<file path="src/inc/irq_ctrl_pkg.sv">
// constants shared by the interrupt controller files
// assumes an 8-bit register port with byte-wide addresses
package irq_ctrl_pkg;

   // ==================================================
   // register addresses
   localparam logic [7:0] ADDR_EXT_CTRL  = 8'h88;
   localparam logic [7:0] ADDR_IRQ_EN    = 8'ha8;
   localparam logic [7:0] ADDR_PRIO_A    = 8'hb8;
   localparam logic [7:0] ADDR_PRIO_B    = 8'hc0;
   localparam logic [7:0] ADDR_PRIO_C    = 8'hc8;
   localparam logic [7:0] ADDR_PRIO_D    = 8'hd8;
   localparam logic [7:0] ADDR_P1_EN     = 8'hd1;
   localparam logic [7:0] ADDR_P1_FLAG   = 8'hd2;
   localparam logic [7:0] ADDR_P2_EN     = 8'hd3;
   localparam logic [7:0] ADDR_P2_FLAG   = 8'hd4;
   localparam logic [7:0] ADDR_G0_SEL    = 8'he0;
   localparam logic [7:0] ADDR_SRC_FLG_L = 8'he1;
   localparam logic [7:0] ADDR_SRC_FLG_H = 8'he2;
   localparam logic [7:0] ADDR_SRC_EN_L  = 8'he3;
   localparam logic [7:0] ADDR_SRC_EN_H  = 8'he4;

   // ==================================================
   // field positions
   localparam int BIT_GLOBAL_EN = 7;
   localparam int BIT_G1_EN     = 2;
   localparam int BIT_THERM_EN  = 1;
   localparam int BIT_G0_EN     = 0;
   localparam int BIT_THERM_FLG = 5;
   localparam int BIT_G0_FLG    = 2;
   localparam int POS_G1_EDGE   = 3;
   localparam int POS_G0_EDGE   = 0;

   // ==================================================
   // reset values, vectors, sources
   localparam logic [7:0]  RST_BYTE   = 8'h00;
   localparam logic [15:0] RESET_VEC  = 16'h0000;
   localparam logic [15:0] VEC_BASE   = 16'h0003;
   localparam int          NUM_ORDERS = 16;
   localparam logic [15:0] RSV_MASK   = 16'hefff;
   localparam int          G0_INPUTS  = 8;
   localparam int          G1_INPUTS  = 16;

   typedef enum logic [1:0]
   {
      EDGE_RISE = 2'b00,
      EDGE_FALL = 2'b01
   } edge_mode_t;

endpackage

</file>
<file path="src/inc/edge_if.sv">
// carrier between the controller and its edge detector
// assumes both ends run on the same system clock
`timescale 1ns/1ps
interface edge_if #(parameter int N = 8);
   logic [1:0]   edge_sel;
   logic [N-1:0] evt;

   modport det (input edge_sel, output evt);
   modport ctl (output edge_sel, input evt);
endinterface

</file>
<file path="src/design/prioritized_interrupt_controller.sv">
// vectored interrupt controller with four nesting levels
// assumes cpu pulses ack on entry and return on exit, same clock
//
// Chosen here: the register offsets and the strobed register port.
`timescale 1ns/1ps

// What this block does
// fifteen sources, each with a two-bit software priority field.
// levels rank 0 lowest to 3 highest; all reset to 0.
// hardware sets a source flag when its condition occurs.
// request needs global enable, source enable and source flag.
// global enable low blocks every request to the cpu.
// higher level preempts a lower running routine; lower waits.
// equal level never preempts the running routine.
// highest level wins; ties go to lower order number.
// vectors 0x0003 plus eight per order; order 12 reserved.
// reset ranks highest, vector 0x0000, always on, no level.
// flags set while disabled stay pending.
// enabling a pending source enters at once; clear flag first.
// both external groups trigger on rise, fall or either.
// group zero picks one of port-zero pins or comparator.
// group zero has its own edge field and priority field.
// group one has sixteen pins with own flags and enables.
// software sets group one enable before pin enables.
// group one shares one edge field and own priority field.
// edge code 00 rise, 01 fall, 1x either.
// writing zero clears an external or thermal flag.
// active levels are recorded and released on return.
// inputs sampled on clock; edge against previous sample.
module prioritized_interrupt_controller
   import irq_ctrl_pkg::*;
(
   // clock and reset
   input  wire logic        mclk_i,
   input  wire logic        rst_n_i,
   // register port
   input  wire logic [7:0]  addr_i,
   input  wire logic [7:0]  wdata_i,
   input  wire logic        wr_i,
   input  wire logic        rd_i,
   output logic      [7:0]  rdata_o,
   // source events and pins
   input  wire logic        thermal_event_i,
   input  wire logic [15:3] periph_event_i,
   input  wire logic [6:0]  port_zero_pin_i,
   input  wire logic        comparator_four_output_i,
   input  wire logic [7:0]  port_one_pin_i,
   input  wire logic [7:0]  port_two_pin_i,
   // cpu side
   input  wire logic        irq_ack_i,
   input  wire logic        irq_return_i,
   output logic             irq_req_o,
   output logic      [15:0] irq_vector_o
);

   // ==================================================
   // state
   typedef struct packed
   {
      logic [7:0]  irq_enable_reg;
      logic [7:0]  priority_reg_a;
      logic [7:0]  priority_reg_b;
      logic [7:0]  priority_reg_c;
      logic [7:0]  priority_reg_d;
      logic [7:0]  ext_control_reg;
      logic [7:0]  port_one_pin_enables;
      logic [7:0]  port_one_pin_flags;
      logic [7:0]  port_two_pin_enables;
      logic [7:0]  port_two_pin_flags;
      logic [2:0]  ext_group0_source_sel;
      logic [15:0] src_flags;
      logic [15:0] src_enables;
      logic [3:0]  active;
      logic [1:0]  win_level;
      logic        req;
      logic [15:0] vector;
      logic [7:0]  rdata;
   } ctrl_state_t;

   typedef struct packed
   {
      logic       found;
      logic [3:0] order;
      logic [1:0] level;
   } winner_t;

   ctrl_state_t st_q;
   ctrl_state_t st_d;

   // ==================================================
   // helpers
   function automatic logic [7:0] clear_on_zero(
      input logic [7:0] cur,
      input logic [7:0] wr_val,
      input logic       wr_en,
      input logic [7:0] set
   );
      logic [7:0] kept;
      kept = wr_en ? (cur & wr_val) : cur;
      return kept | set;
   endfunction

   function automatic logic [1:0] top_level(input logic [3:0] act);
      logic [1:0] lv;
      lv = 2'h0;
      for (int i = 0; i < 4; i++)
      begin
         if (act[i])
            lv = 2'(i);
      end
      return lv;
   endfunction

   function automatic winner_t arbitrate(
      input logic [15:0] pend,
      input logic [31:0] prio
   );
      winner_t w;
      logic [1:0] lv;
      w = '0;
      // walk downward so ties fall to the lower order
      for (int i = NUM_ORDERS - 1; i >= 0; i--)
      begin
         lv = prio[2*i +: 2];
         if (pend[i] && (!w.found || lv >= w.level))
         begin
            w.found = 1'b1;
            w.order = 4'(i);
            w.level = lv;
         end
      end
      return w;
   endfunction

   // ==================================================
   // edge detectors
   edge_if #(.N(G0_INPUTS)) g0_eb ();
   edge_if #(.N(G1_INPUTS)) g1_eb ();

   assign g0_eb.edge_sel = st_q.ext_control_reg[POS_G0_EDGE +: 2];
   assign g1_eb.edge_sel = st_q.ext_control_reg[POS_G1_EDGE +: 2];

   pin_edge_detect #(.N(G0_INPUTS)) u_g0_det
   (
      .mclk_i  (mclk_i),
      .rst_n_i (rst_n_i),
      .pin_i   ({comparator_four_output_i, port_zero_pin_i}),
      .eb      (g0_eb)
   );

   pin_edge_detect #(.N(G1_INPUTS)) u_g1_det
   (
      .mclk_i  (mclk_i),
      .rst_n_i (rst_n_i),
      .pin_i   ({port_two_pin_i, port_one_pin_i}),
      .eb      (g1_eb)
   );

   // ==================================================
   // pending sources and arbitration
   logic        g0_evt;
   logic [15:0] pend;
   logic [31:0] prio_all;
   logic        g1_any;
   winner_t     win;
   logic        may_enter;

   always_comb
   begin
      // edges of every candidate are tracked, so changing the
      // selection does not fake an edge
      g0_evt   = g0_eb.evt[st_q.ext_group0_source_sel];
      g1_any   = |((st_q.port_one_pin_flags & st_q.port_one_pin_enables) |
                   (st_q.port_two_pin_flags & st_q.port_two_pin_enables));
      pend     = st_q.src_flags & st_q.src_enables & RSV_MASK;
      pend[0]  = st_q.ext_control_reg[BIT_THERM_FLG] &
                 st_q.irq_enable_reg[BIT_THERM_EN];
      pend[1]  = st_q.ext_control_reg[BIT_G0_FLG] &
                 st_q.irq_enable_reg[BIT_G0_EN];
      pend[2]  = g1_any & st_q.irq_enable_reg[BIT_G1_EN];
      prio_all = {st_q.priority_reg_d, st_q.priority_reg_c,
                  st_q.priority_reg_b, st_q.priority_reg_a};
      win      = arbitrate(pend, prio_all);
      may_enter = win.found && (st_q.active == 4'h0 ||
                  win.level > top_level(st_q.active));
   end

   // ==================================================
   // next state
   logic wr_ext;

   always_comb
   begin
      st_d   = st_q;
      wr_ext = wr_i && addr_i == ADDR_EXT_CTRL;

      // flags: hardware set wins over a software clear
      st_d.ext_control_reg = wr_ext ? {2'h0, wdata_i[5:0]} : st_q.ext_control_reg;
      st_d.ext_control_reg[BIT_THERM_FLG] = (st_q.ext_control_reg[BIT_THERM_FLG] &
         ~(wr_ext & ~wdata_i[BIT_THERM_FLG])) | thermal_event_i;
      st_d.ext_control_reg[BIT_G0_FLG] = (st_q.ext_control_reg[BIT_G0_FLG] &
         ~(wr_ext & ~wdata_i[BIT_G0_FLG])) | g0_evt;
      st_d.port_one_pin_flags = clear_on_zero(st_q.port_one_pin_flags, wdata_i,
         wr_i && addr_i == ADDR_P1_FLAG, g1_eb.evt[7:0]);
      st_d.port_two_pin_flags = clear_on_zero(st_q.port_two_pin_flags, wdata_i,
         wr_i && addr_i == ADDR_P2_FLAG, g1_eb.evt[15:8]);
      st_d.src_flags[7:0] = clear_on_zero(st_q.src_flags[7:0], wdata_i,
         wr_i && addr_i == ADDR_SRC_FLG_L, {periph_event_i[7:3], 3'h0});
      st_d.src_flags[15:8] = clear_on_zero(st_q.src_flags[15:8], wdata_i,
         wr_i && addr_i == ADDR_SRC_FLG_H, periph_event_i[15:8] & RSV_MASK[15:8]);

      // plain control registers
      if (wr_i)
      begin
         unique case (addr_i)
            ADDR_IRQ_EN:    st_d.irq_enable_reg = wdata_i & 8'hdf;
            ADDR_PRIO_A:    st_d.priority_reg_a = wdata_i;
            ADDR_PRIO_B:    st_d.priority_reg_b = wdata_i;
            ADDR_PRIO_C:    st_d.priority_reg_c = wdata_i;
            ADDR_PRIO_D:    st_d.priority_reg_d = wdata_i & 8'hfc;
            ADDR_P1_EN:     st_d.port_one_pin_enables = wdata_i;
            ADDR_P2_EN:     st_d.port_two_pin_enables = wdata_i;
            ADDR_G0_SEL:    st_d.ext_group0_source_sel = wdata_i[2:0];
            ADDR_SRC_EN_L:  st_d.src_enables[7:0] = wdata_i & 8'hf8;
            ADDR_SRC_EN_H:  st_d.src_enables[15:8] = wdata_i & RSV_MASK[15:8];
            default:        st_d.src_enables = st_q.src_enables;
         endcase
      end

      // read data stands one cycle, zero otherwise
      st_d.rdata = 8'h00;
      if (rd_i)
      begin
         unique case (addr_i)
            ADDR_EXT_CTRL:  st_d.rdata = st_q.ext_control_reg;
            ADDR_IRQ_EN:    st_d.rdata = st_q.irq_enable_reg;
            ADDR_PRIO_A:    st_d.rdata = st_q.priority_reg_a;
            ADDR_PRIO_B:    st_d.rdata = st_q.priority_reg_b;
            ADDR_PRIO_C:    st_d.rdata = st_q.priority_reg_c;
            ADDR_PRIO_D:    st_d.rdata = st_q.priority_reg_d;
            ADDR_P1_EN:     st_d.rdata = st_q.port_one_pin_enables;
            ADDR_P1_FLAG:   st_d.rdata = st_q.port_one_pin_flags;
            ADDR_P2_EN:     st_d.rdata = st_q.port_two_pin_enables;
            ADDR_P2_FLAG:   st_d.rdata = st_q.port_two_pin_flags;
            ADDR_G0_SEL:    st_d.rdata = {5'h00, st_q.ext_group0_source_sel};
            ADDR_SRC_FLG_L: st_d.rdata = st_q.src_flags[7:0];
            ADDR_SRC_FLG_H: st_d.rdata = st_q.src_flags[15:8];
            ADDR_SRC_EN_L:  st_d.rdata = st_q.src_enables[7:0];
            ADDR_SRC_EN_H:  st_d.rdata = st_q.src_enables[15:8];
            default:        st_d.rdata = 8'h00;
         endcase
      end

      // nesting record: return first, then a new entry
      if (irq_return_i && st_q.active != 4'h0)
         st_d.active[top_level(st_q.active)] = 1'b0;
      if (irq_ack_i && st_q.req)
         st_d.active[st_q.win_level] = 1'b1;

      // request and vector; vector holds while idle
      st_d.req       = st_q.irq_enable_reg[BIT_GLOBAL_EN] && may_enter;
      st_d.win_level = win.level;
      if (win.found)
         st_d.vector = VEC_BASE + {9'h000, win.order, 3'h0};
   end

   // ==================================================
   // registers
   always_ff @(posedge mclk_i or negedge rst_n_i)
   begin
      if (!rst_n_i)
      begin
         st_q        <= '0;
         st_q.vector <= RESET_VEC;
      end
      else
      begin
         st_q <= st_d;
      end
   end

   assign rdata_o      = st_q.rdata;
   assign irq_req_o    = st_q.req;
   assign irq_vector_o = st_q.vector;

   // ==================================================
   // checks
   global_gate_a: assert property (@(posedge mclk_i) disable iff (!rst_n_i)
      !st_q.irq_enable_reg[BIT_GLOBAL_EN] |=> !irq_req_o)
      else $error("request with global enable off");

   req_cause_a: assert property (@(posedge mclk_i) disable iff (!rst_n_i)
      irq_req_o |-> $past(pend) != 16'h0000)
      else $error("request without enabled pending flag");

   vector_form_a: assert property (@(posedge mclk_i) disable iff (!rst_n_i)
      irq_req_o |-> irq_vector_o[2:0] == 3'h3 && irq_vector_o != 16'h0063)
      else $error("bad vector");

   nest_level_a: assert property (@(posedge mclk_i) disable iff (!rst_n_i)
      (irq_req_o && st_q.active != 4'h0) |-> st_q.win_level > top_level(st_q.active)
      || $past(st_q.active) != st_q.active)
      else $error("equal level would preempt");

   flag_hold_a: assert property (@(posedge mclk_i) disable iff (!rst_n_i)
      (st_q.ext_control_reg[BIT_G0_FLG] && !(wr_i && addr_i == ADDR_EXT_CTRL))
      |=> st_q.ext_control_reg[BIT_G0_FLG])
      else $error("pending flag lost");

   edge_flag_a: assert property (@(posedge mclk_i) disable iff (!rst_n_i)
      g0_evt |=> st_q.ext_control_reg[BIT_G0_FLG])
      else $error("group zero edge not flagged");

   zero_clear_a: assert property (@(posedge mclk_i) disable iff (!rst_n_i)
      (wr_i && addr_i == ADDR_EXT_CTRL && !wdata_i[BIT_THERM_FLG] && !thermal_event_i)
      |=> !st_q.ext_control_reg[BIT_THERM_FLG])
      else $error("write zero did not clear");

   ack_record_a: assert property (@(posedge mclk_i) disable iff (!rst_n_i)
      (irq_ack_i && irq_req_o) |=> st_q.active[$past(st_q.win_level)])
      else $error("entry not recorded");

   tie_order_a: assert property (@(posedge mclk_i) disable iff (!rst_n_i)
      ($past(pend[1]) && $past(pend[2]) && $past(prio_all[3:2]) == $past(prio_all[5:4])
      && irq_req_o) |-> irq_vector_o != 16'h0013)
      else $error("higher order won a tie");

endmodule

</file>
<file path="src/design/pin_edge_detect.sv">
// synchroniser and edge detector for a group of pins
// assumes pins are asynchronous to mclk_i
`timescale 1ns/1ps
module pin_edge_detect
   import irq_ctrl_pkg::*;
#(
   parameter int N = 8
)
(
   // clock and reset
   input  wire logic         mclk_i,
   input  wire logic         rst_n_i,
   // pins
   input  wire logic [N-1:0] pin_i,
   // carrier
   edge_if.det               eb
);

   // ==================================================
   // state
   typedef struct packed
   {
      logic [N-1:0] s1;
      logic [N-1:0] s2;
      logic [N-1:0] prev;
      logic [N-1:0] evt;
   } det_state_t;

   det_state_t st_q;
   det_state_t st_d;

   // s1 feeds s2 only; edges are taken on s2 vs prev
   always_comb
   begin
      st_d      = st_q;
      st_d.s1   = pin_i;
      st_d.s2   = st_q.s1;
      st_d.prev = st_q.s2;
      if (eb.edge_sel[1])
         st_d.evt = st_q.s2 ^ st_q.prev;
      else if (eb.edge_sel == EDGE_FALL)
         st_d.evt = ~st_q.s2 & st_q.prev;
      else
         st_d.evt = st_q.s2 & ~st_q.prev;
   end

   always_ff @(posedge mclk_i or negedge rst_n_i)
   begin
      if (!rst_n_i)
         st_q <= '0;
      else
         st_q <= st_d;
   end

   assign eb.evt = st_q.evt;

   rise_event_a: assert property (@(posedge mclk_i) disable iff (!rst_n_i)
      (eb.edge_sel == EDGE_RISE && st_q.s2[0] && !st_q.prev[0]) |=> eb.evt[0])
      else $error("rising edge gave no event");

endmodule

</file>
<file path="config.mk">
export PLATFORM = sky130hd
export DESIGN_NAME = prioritized_interrupt_controller
export DESIGN_NICKNAME = d
export VERILOG_FILES = /design/src/inc/irq_ctrl_pkg.sv /design/src/inc/edge_if.sv /design/src/design/prioritized_interrupt_controller.sv /design/src/design/pin_edge_detect.sv
export SDC_FILE = /design/constraint.sdc
export NUM_CORES = 1
export LEC_CHECK = 0
export ABC_AREA = 0
export BUFFER_PORTS_ARGS = -buffer_cell sky130_fd_sc_hd__buf_2
export CAP_MARGIN = 20
export CORE_UTILIZATION = 40
export DETAILED_ROUTE_END_ITERATION = 8
export SYNTH_ARGS = -nofsm -noshare
export SYNTH_HDL_FRONTEND = slang
export SYNTH_SLANG_ARGS = --single-unit
</file>
<file path="constraint.sdc">
create_clock -name mclk_i -period 26.2 [get_ports mclk_i]
set_input_delay 5.24 -clock mclk_i [delete_from_list [all_inputs] [get_ports mclk_i]]
set_output_delay 5.24 -clock mclk_i [all_outputs]
set_load 0.05 [all_outputs]
</file>
* Word level (Yosys, flattened, before mapping) *
Cells that the tools add are included.

storage, ports and cells
  output and inout port bits = 25
  logic and storage cells = 208
  register bits after elaboration = 233

cells by class
  equal/unequal tests = 17
  reduce and logical (&&, ||, !) cells = 67
  bitwise gates (word level) = 38
  muxes and demuxes = 37
  order comparisons = 20
  $add $sub $neg = 1

operators with widths
  operator                                                     count
  equality test 8 bit (second input constant)                  15
  one-hot mux 8 bit (15 select lines)                          1
  two-way mux 7 bit                                            15
  bitwise AND 8 bit                                            8
  two-way mux 8 bit                                            7
  bitwise AND 16 bit                                           3
  bitwise OR 8 bit                                             5
  two-way mux 16 bit                                           2
  NOT 16 bit                                                   2
  greater-or-equal comparator 2 bit                            14
  logical AND 1 bit                                            25
  AND reduction 2 bit                                          10
  NOT 8 bit                                                    2
  bitwise XOR 16 bit                                           1
  logical OR 1 bit                                             15
  logical NOT 1 bit                                            14
  adder 2 x 7 -> 8 bit (first input constant)                  1
  two-way mux 4 bit                                            2
  OR reduction 8 bit                                           1
  bitwise XOR 8 bit                                            1
  bitwise AND 1 bit                                            7
  less-than comparator 2 x 3 -> 1 bit (second input constant)  2
  two-way mux 2 bit                                            3
  bitwise AND 4 bit                                            1
  13 further kinds                                             23

* Depth between registers and ports, before layout *
  depth after elaboration = 62
  mapped depth = 102
  gate-level depth less buffers = 102

* Cells and area by module *
A second synthesis with hierarchy kept.

second synthesis, totals
  cells, all modules = 993
  area, all modules = 11269.6 um^2

by module, submodules not included
  module                            times used  seq. area each (um^2)  cells an instance  area an instance (um^2)
  prioritized_interrupt_controller  1           3153.0                 723                7363.3
  pin_edge_detect (u_g1_det)        1           1601.5                 180                2608.8
  pin_edge_detect (u_g0_det)        1           800.8                  90                 1297.5

* Worst setup path before layout *
Ideal clock, no wire load.

  path kind = reg-to-reg
  start point = register st_q[46] (netlist bit)
  end point = register st_q (netlist bit irq_req_o)
  required time = 26064 ps
  setup slack = 8568 ps
  data arrival time = 17496 ps
  path buffers = 0
  stages on the path, launching flop included = 99
  path through = dfrtp_1 and3_1 ha_1 nand2b_1 a211oi_1 o2bb2ai_1 ha_1 nand2b_1 or2_2 o211ai_1 a21oi_1 mux2_2 ha_1 nand2b_4 a211oi_2 nor2_2 mux2_2 ha_1 (+63 left out) nand2b_1 a21oi_1 nand2_1 nand3_1 a21boi_0 a21boi_1 ha_1 nand2b_1 a21oi_1 a21oi_1 mux2i_1 a31o_1 ha_1 inv_1 a21oi_1 a21oi_1 o21ai_0 nor2_1

RTL lines
  item                    line                                     source
  start, declared         prioritized_interrupt_controller.sv:87   ctrl_state_t st_q;
  start signal, assigned  prioritized_interrupt_controller.sv:278  st_q <= st_d;

==> qor.txt <==
fraction of layout cells with a size suffix above 1: 0.197
first-pass GRT wire length: 43.6 mm
top-count cell post-synth: dfrtp_1
required time worst endpoint: 26.59 ns
total routed wirelength: 27.1 mm
Final Hold Vio Count: 0
final max-slew violation count: 0
Setup crit start kind: flip-flop
Critical Path Slowest Stage Cell: dfrtp_1
clock-pin slew on the worst setup and hold paths: 0.06 ns
WHS: 0.346 ns
top post-synthesis cells by area: dfrtp_1 51%, ha_1 8.1%, mux2_2 7.1%, nand2_1 2.7%, nand2b_1 2.6%
RSZ-0062 raised after global routing: no
Crit path top cell by count: ha_1
Final TNS setup: 0 ns
Post-route DRC: 0
hold_buf cts: 0
ANT nets after route: 0
Rows: 60
total CTS buffers: 25
Final Critical Period: 20.42 ns
largest net degree at the start of global routing: 81
Yosys top cell area share: 0.506
final setup fails: 0
Peak VDD IR: 0.0540 mV
Post-Syn Area per Cell: 11.0 um2
kind of critical path: reg2reg
port bufs: 73
Global Route Usage Sum: 0.198
H-tree depth: 1
ys flop type: dfrtp_1
leading area contributor after synthesis: dfrtp_1
Synth top cells by count: 222 x dfrtp_1, 78 x nand2_1, 71 x ha_1, 71 x inv_1, 69 x mux2_2
Pleak: 5.78 nW
initial core utilization: 0.407
Ys Warns: 0
Post-synth EDFFs: 0
Final Skew: 0.00962 ns
final worst slack: 5.78 ns
Critical Path AT: 20.81 ns
antenna cells: 0
status: finished clean
HP Class: reg2reg
Worst-Skew Late Latency: 0.53 ns
Fmax achieved: 49.0 MHz
maxcap violations: 0
fraction of registers with async set/reset: 1.00
Final #Nets: 1196
number of distinct library cells after synthesis: 70
Post-CTS Setup Bufs: 0
violation count after the first detailed-route iteration: 750
hpwl dp: 19.6 mm
Max-slew headroom: 0.285
CP max stage delay: 0.49 ns
Final Wtd Congestion: 0.946
clock sink total: 222
WL/cell: 19.1 um
vias per cell: 5.57
Synth Register Bits: 222
root cell of the clock tree: clkbuf_16
io pins: 85
First-pass DRT Iterations: 6
Least-Margin Pin Slew: 1.07 ns
Die Height: 168 um
initial antenna violation count: 0
Area Overhead vs Synth: 13.7%
sequential area share after synthesis: 0.506
synthesized area: 0.0110 mm2
clk buf depth: 3
pwr/cell area: 66.6 mW/mm2
GRT overflow: 0
final worst-path cycle share: 0.780
Hold Path Depth: 0
Die X: 168 um
Cells after Synth: 998
DR vias: 7900
DIE AREA: 0.0281 mm2
post-CTS resize count: 0
crit path max fanout: 9
CP endpoint kind: flip-flop
vias in the first global route: 7634
R2R depth: 97
CTS tree: built
Core Area: 0.0270 mm2
pre-CTS setup slack: 5.95 ns
state kept, by name, indices dropped and copies added (netlist names):
signal / flops
g0_eb.edge_sel: 2
g1_eb.edge_sel: 2
irq_req_o: 1
irq_vector_o: 5
prio_all: 30
rdata_o: 8
st_q: 78
u_g0_det.eb.evt: 8
u_g0_det.st_d: 16
u_g0_det.st_q: 8
u_g1_det.eb.evt: 16
u_g1_det.st_d: 32
u_g1_det.st_q: 16
cell families (layout without fill, tap and decap cells):
group                    count (synthesis)  in the layout  synth area share
AO/OA/AOI/OAI                          244            244             0.158
adder cells (fa/ha/maj)                 71             71            0.0809
buffers and inverters                  123            194            0.0506
flip-flops                             222            222             0.506
multiplexers                            80             80            0.0847
other                                    1             10          0.000342
AND/OR/NAND/NOR                        257            257             0.120
critical path: cells and delay by family (launching register included):
kind / cells / cell delay (ns)
flip-flops: 1 / 0.49
adder cells (fa/ha/maj): 15 / 3.94
AND/OR/NAND/NOR: 40 / 6.37
AO/OA/AOI/OAI: 36 / 7.77
multiplexers: 4 / 1.49
buffers and inverters: 2 / 0.21
power breakdown:
part	internal (mW)	switching (mW)
sequential	0.362	0.0148
combinational	0.0401	0.0650
clock	0.213	0.137
total	0.615	0.217
metal layers:
| metal | wire [um] | global-route usage | vias to the layer above |
|---|---|---|---|
| li1 | - | - | 3683 |
| met1 | 12100 | 0.275 | 3912 |
| met2 | 12900 | 0.322 | 263 |
| met3 | 1530 | 0.0279 | 42 |
| met4 | 657 | 0.0598 | 0 |
| met5 | 0 | 0 | - |
worst paths after layout:
kind / startpoint / end / slack [ns]
max in group asynchronous: rst_n_i / rdata_o[2] / 20.37
min in group asynchronous: rst_n_i / u_g0_det.st_d[20] / 4.62
max reg2reg: st_q[62] / irq_req_o / 5.78
min: u_g0_det.st_d[19] / u_g0_det.st_d[11] / 0.35
max: st_q[62] / irq_req_o / 5.78
min reg2reg: u_g0_det.st_d[19] / u_g0_det.st_d[11] / 0.35
placed cells by master, fill, tap and decap left out, types with 29 or more instances in the layout:
master and count:
o21ai_0 51, nand2_1 78, buf_2 73, a211oi_1 29
nand2b_1 45, nor2_1 33, mux2_2 69, a21oi_1 44
ha_1 71, inv_1 71, dfrtp_1 222
cell type report:
type,count,area [um2]
clock inverter,6,95.1
fill,2496,14500
clock buffer,34,729
sequential,222,5560
multi-input combinational,662,4900
tap,341,427
inverter,71,267
timing repair buffer,83,508
metrics by stage:
stage                      util  instance area [um2]  total power [mW]  std cells
final                     0.463                12500             0.831       1419
after global routing      0.463                12500             0.872       1419
after global placement    0.429                11600             0.484       1374
after CTS                 0.460                12400             0.841       1414
after floorplan               -                11000             0.456       1007
after detailed placement  0.429                11600             0.487       1374
Note: power is estimated with default switching activity, not from simulation.
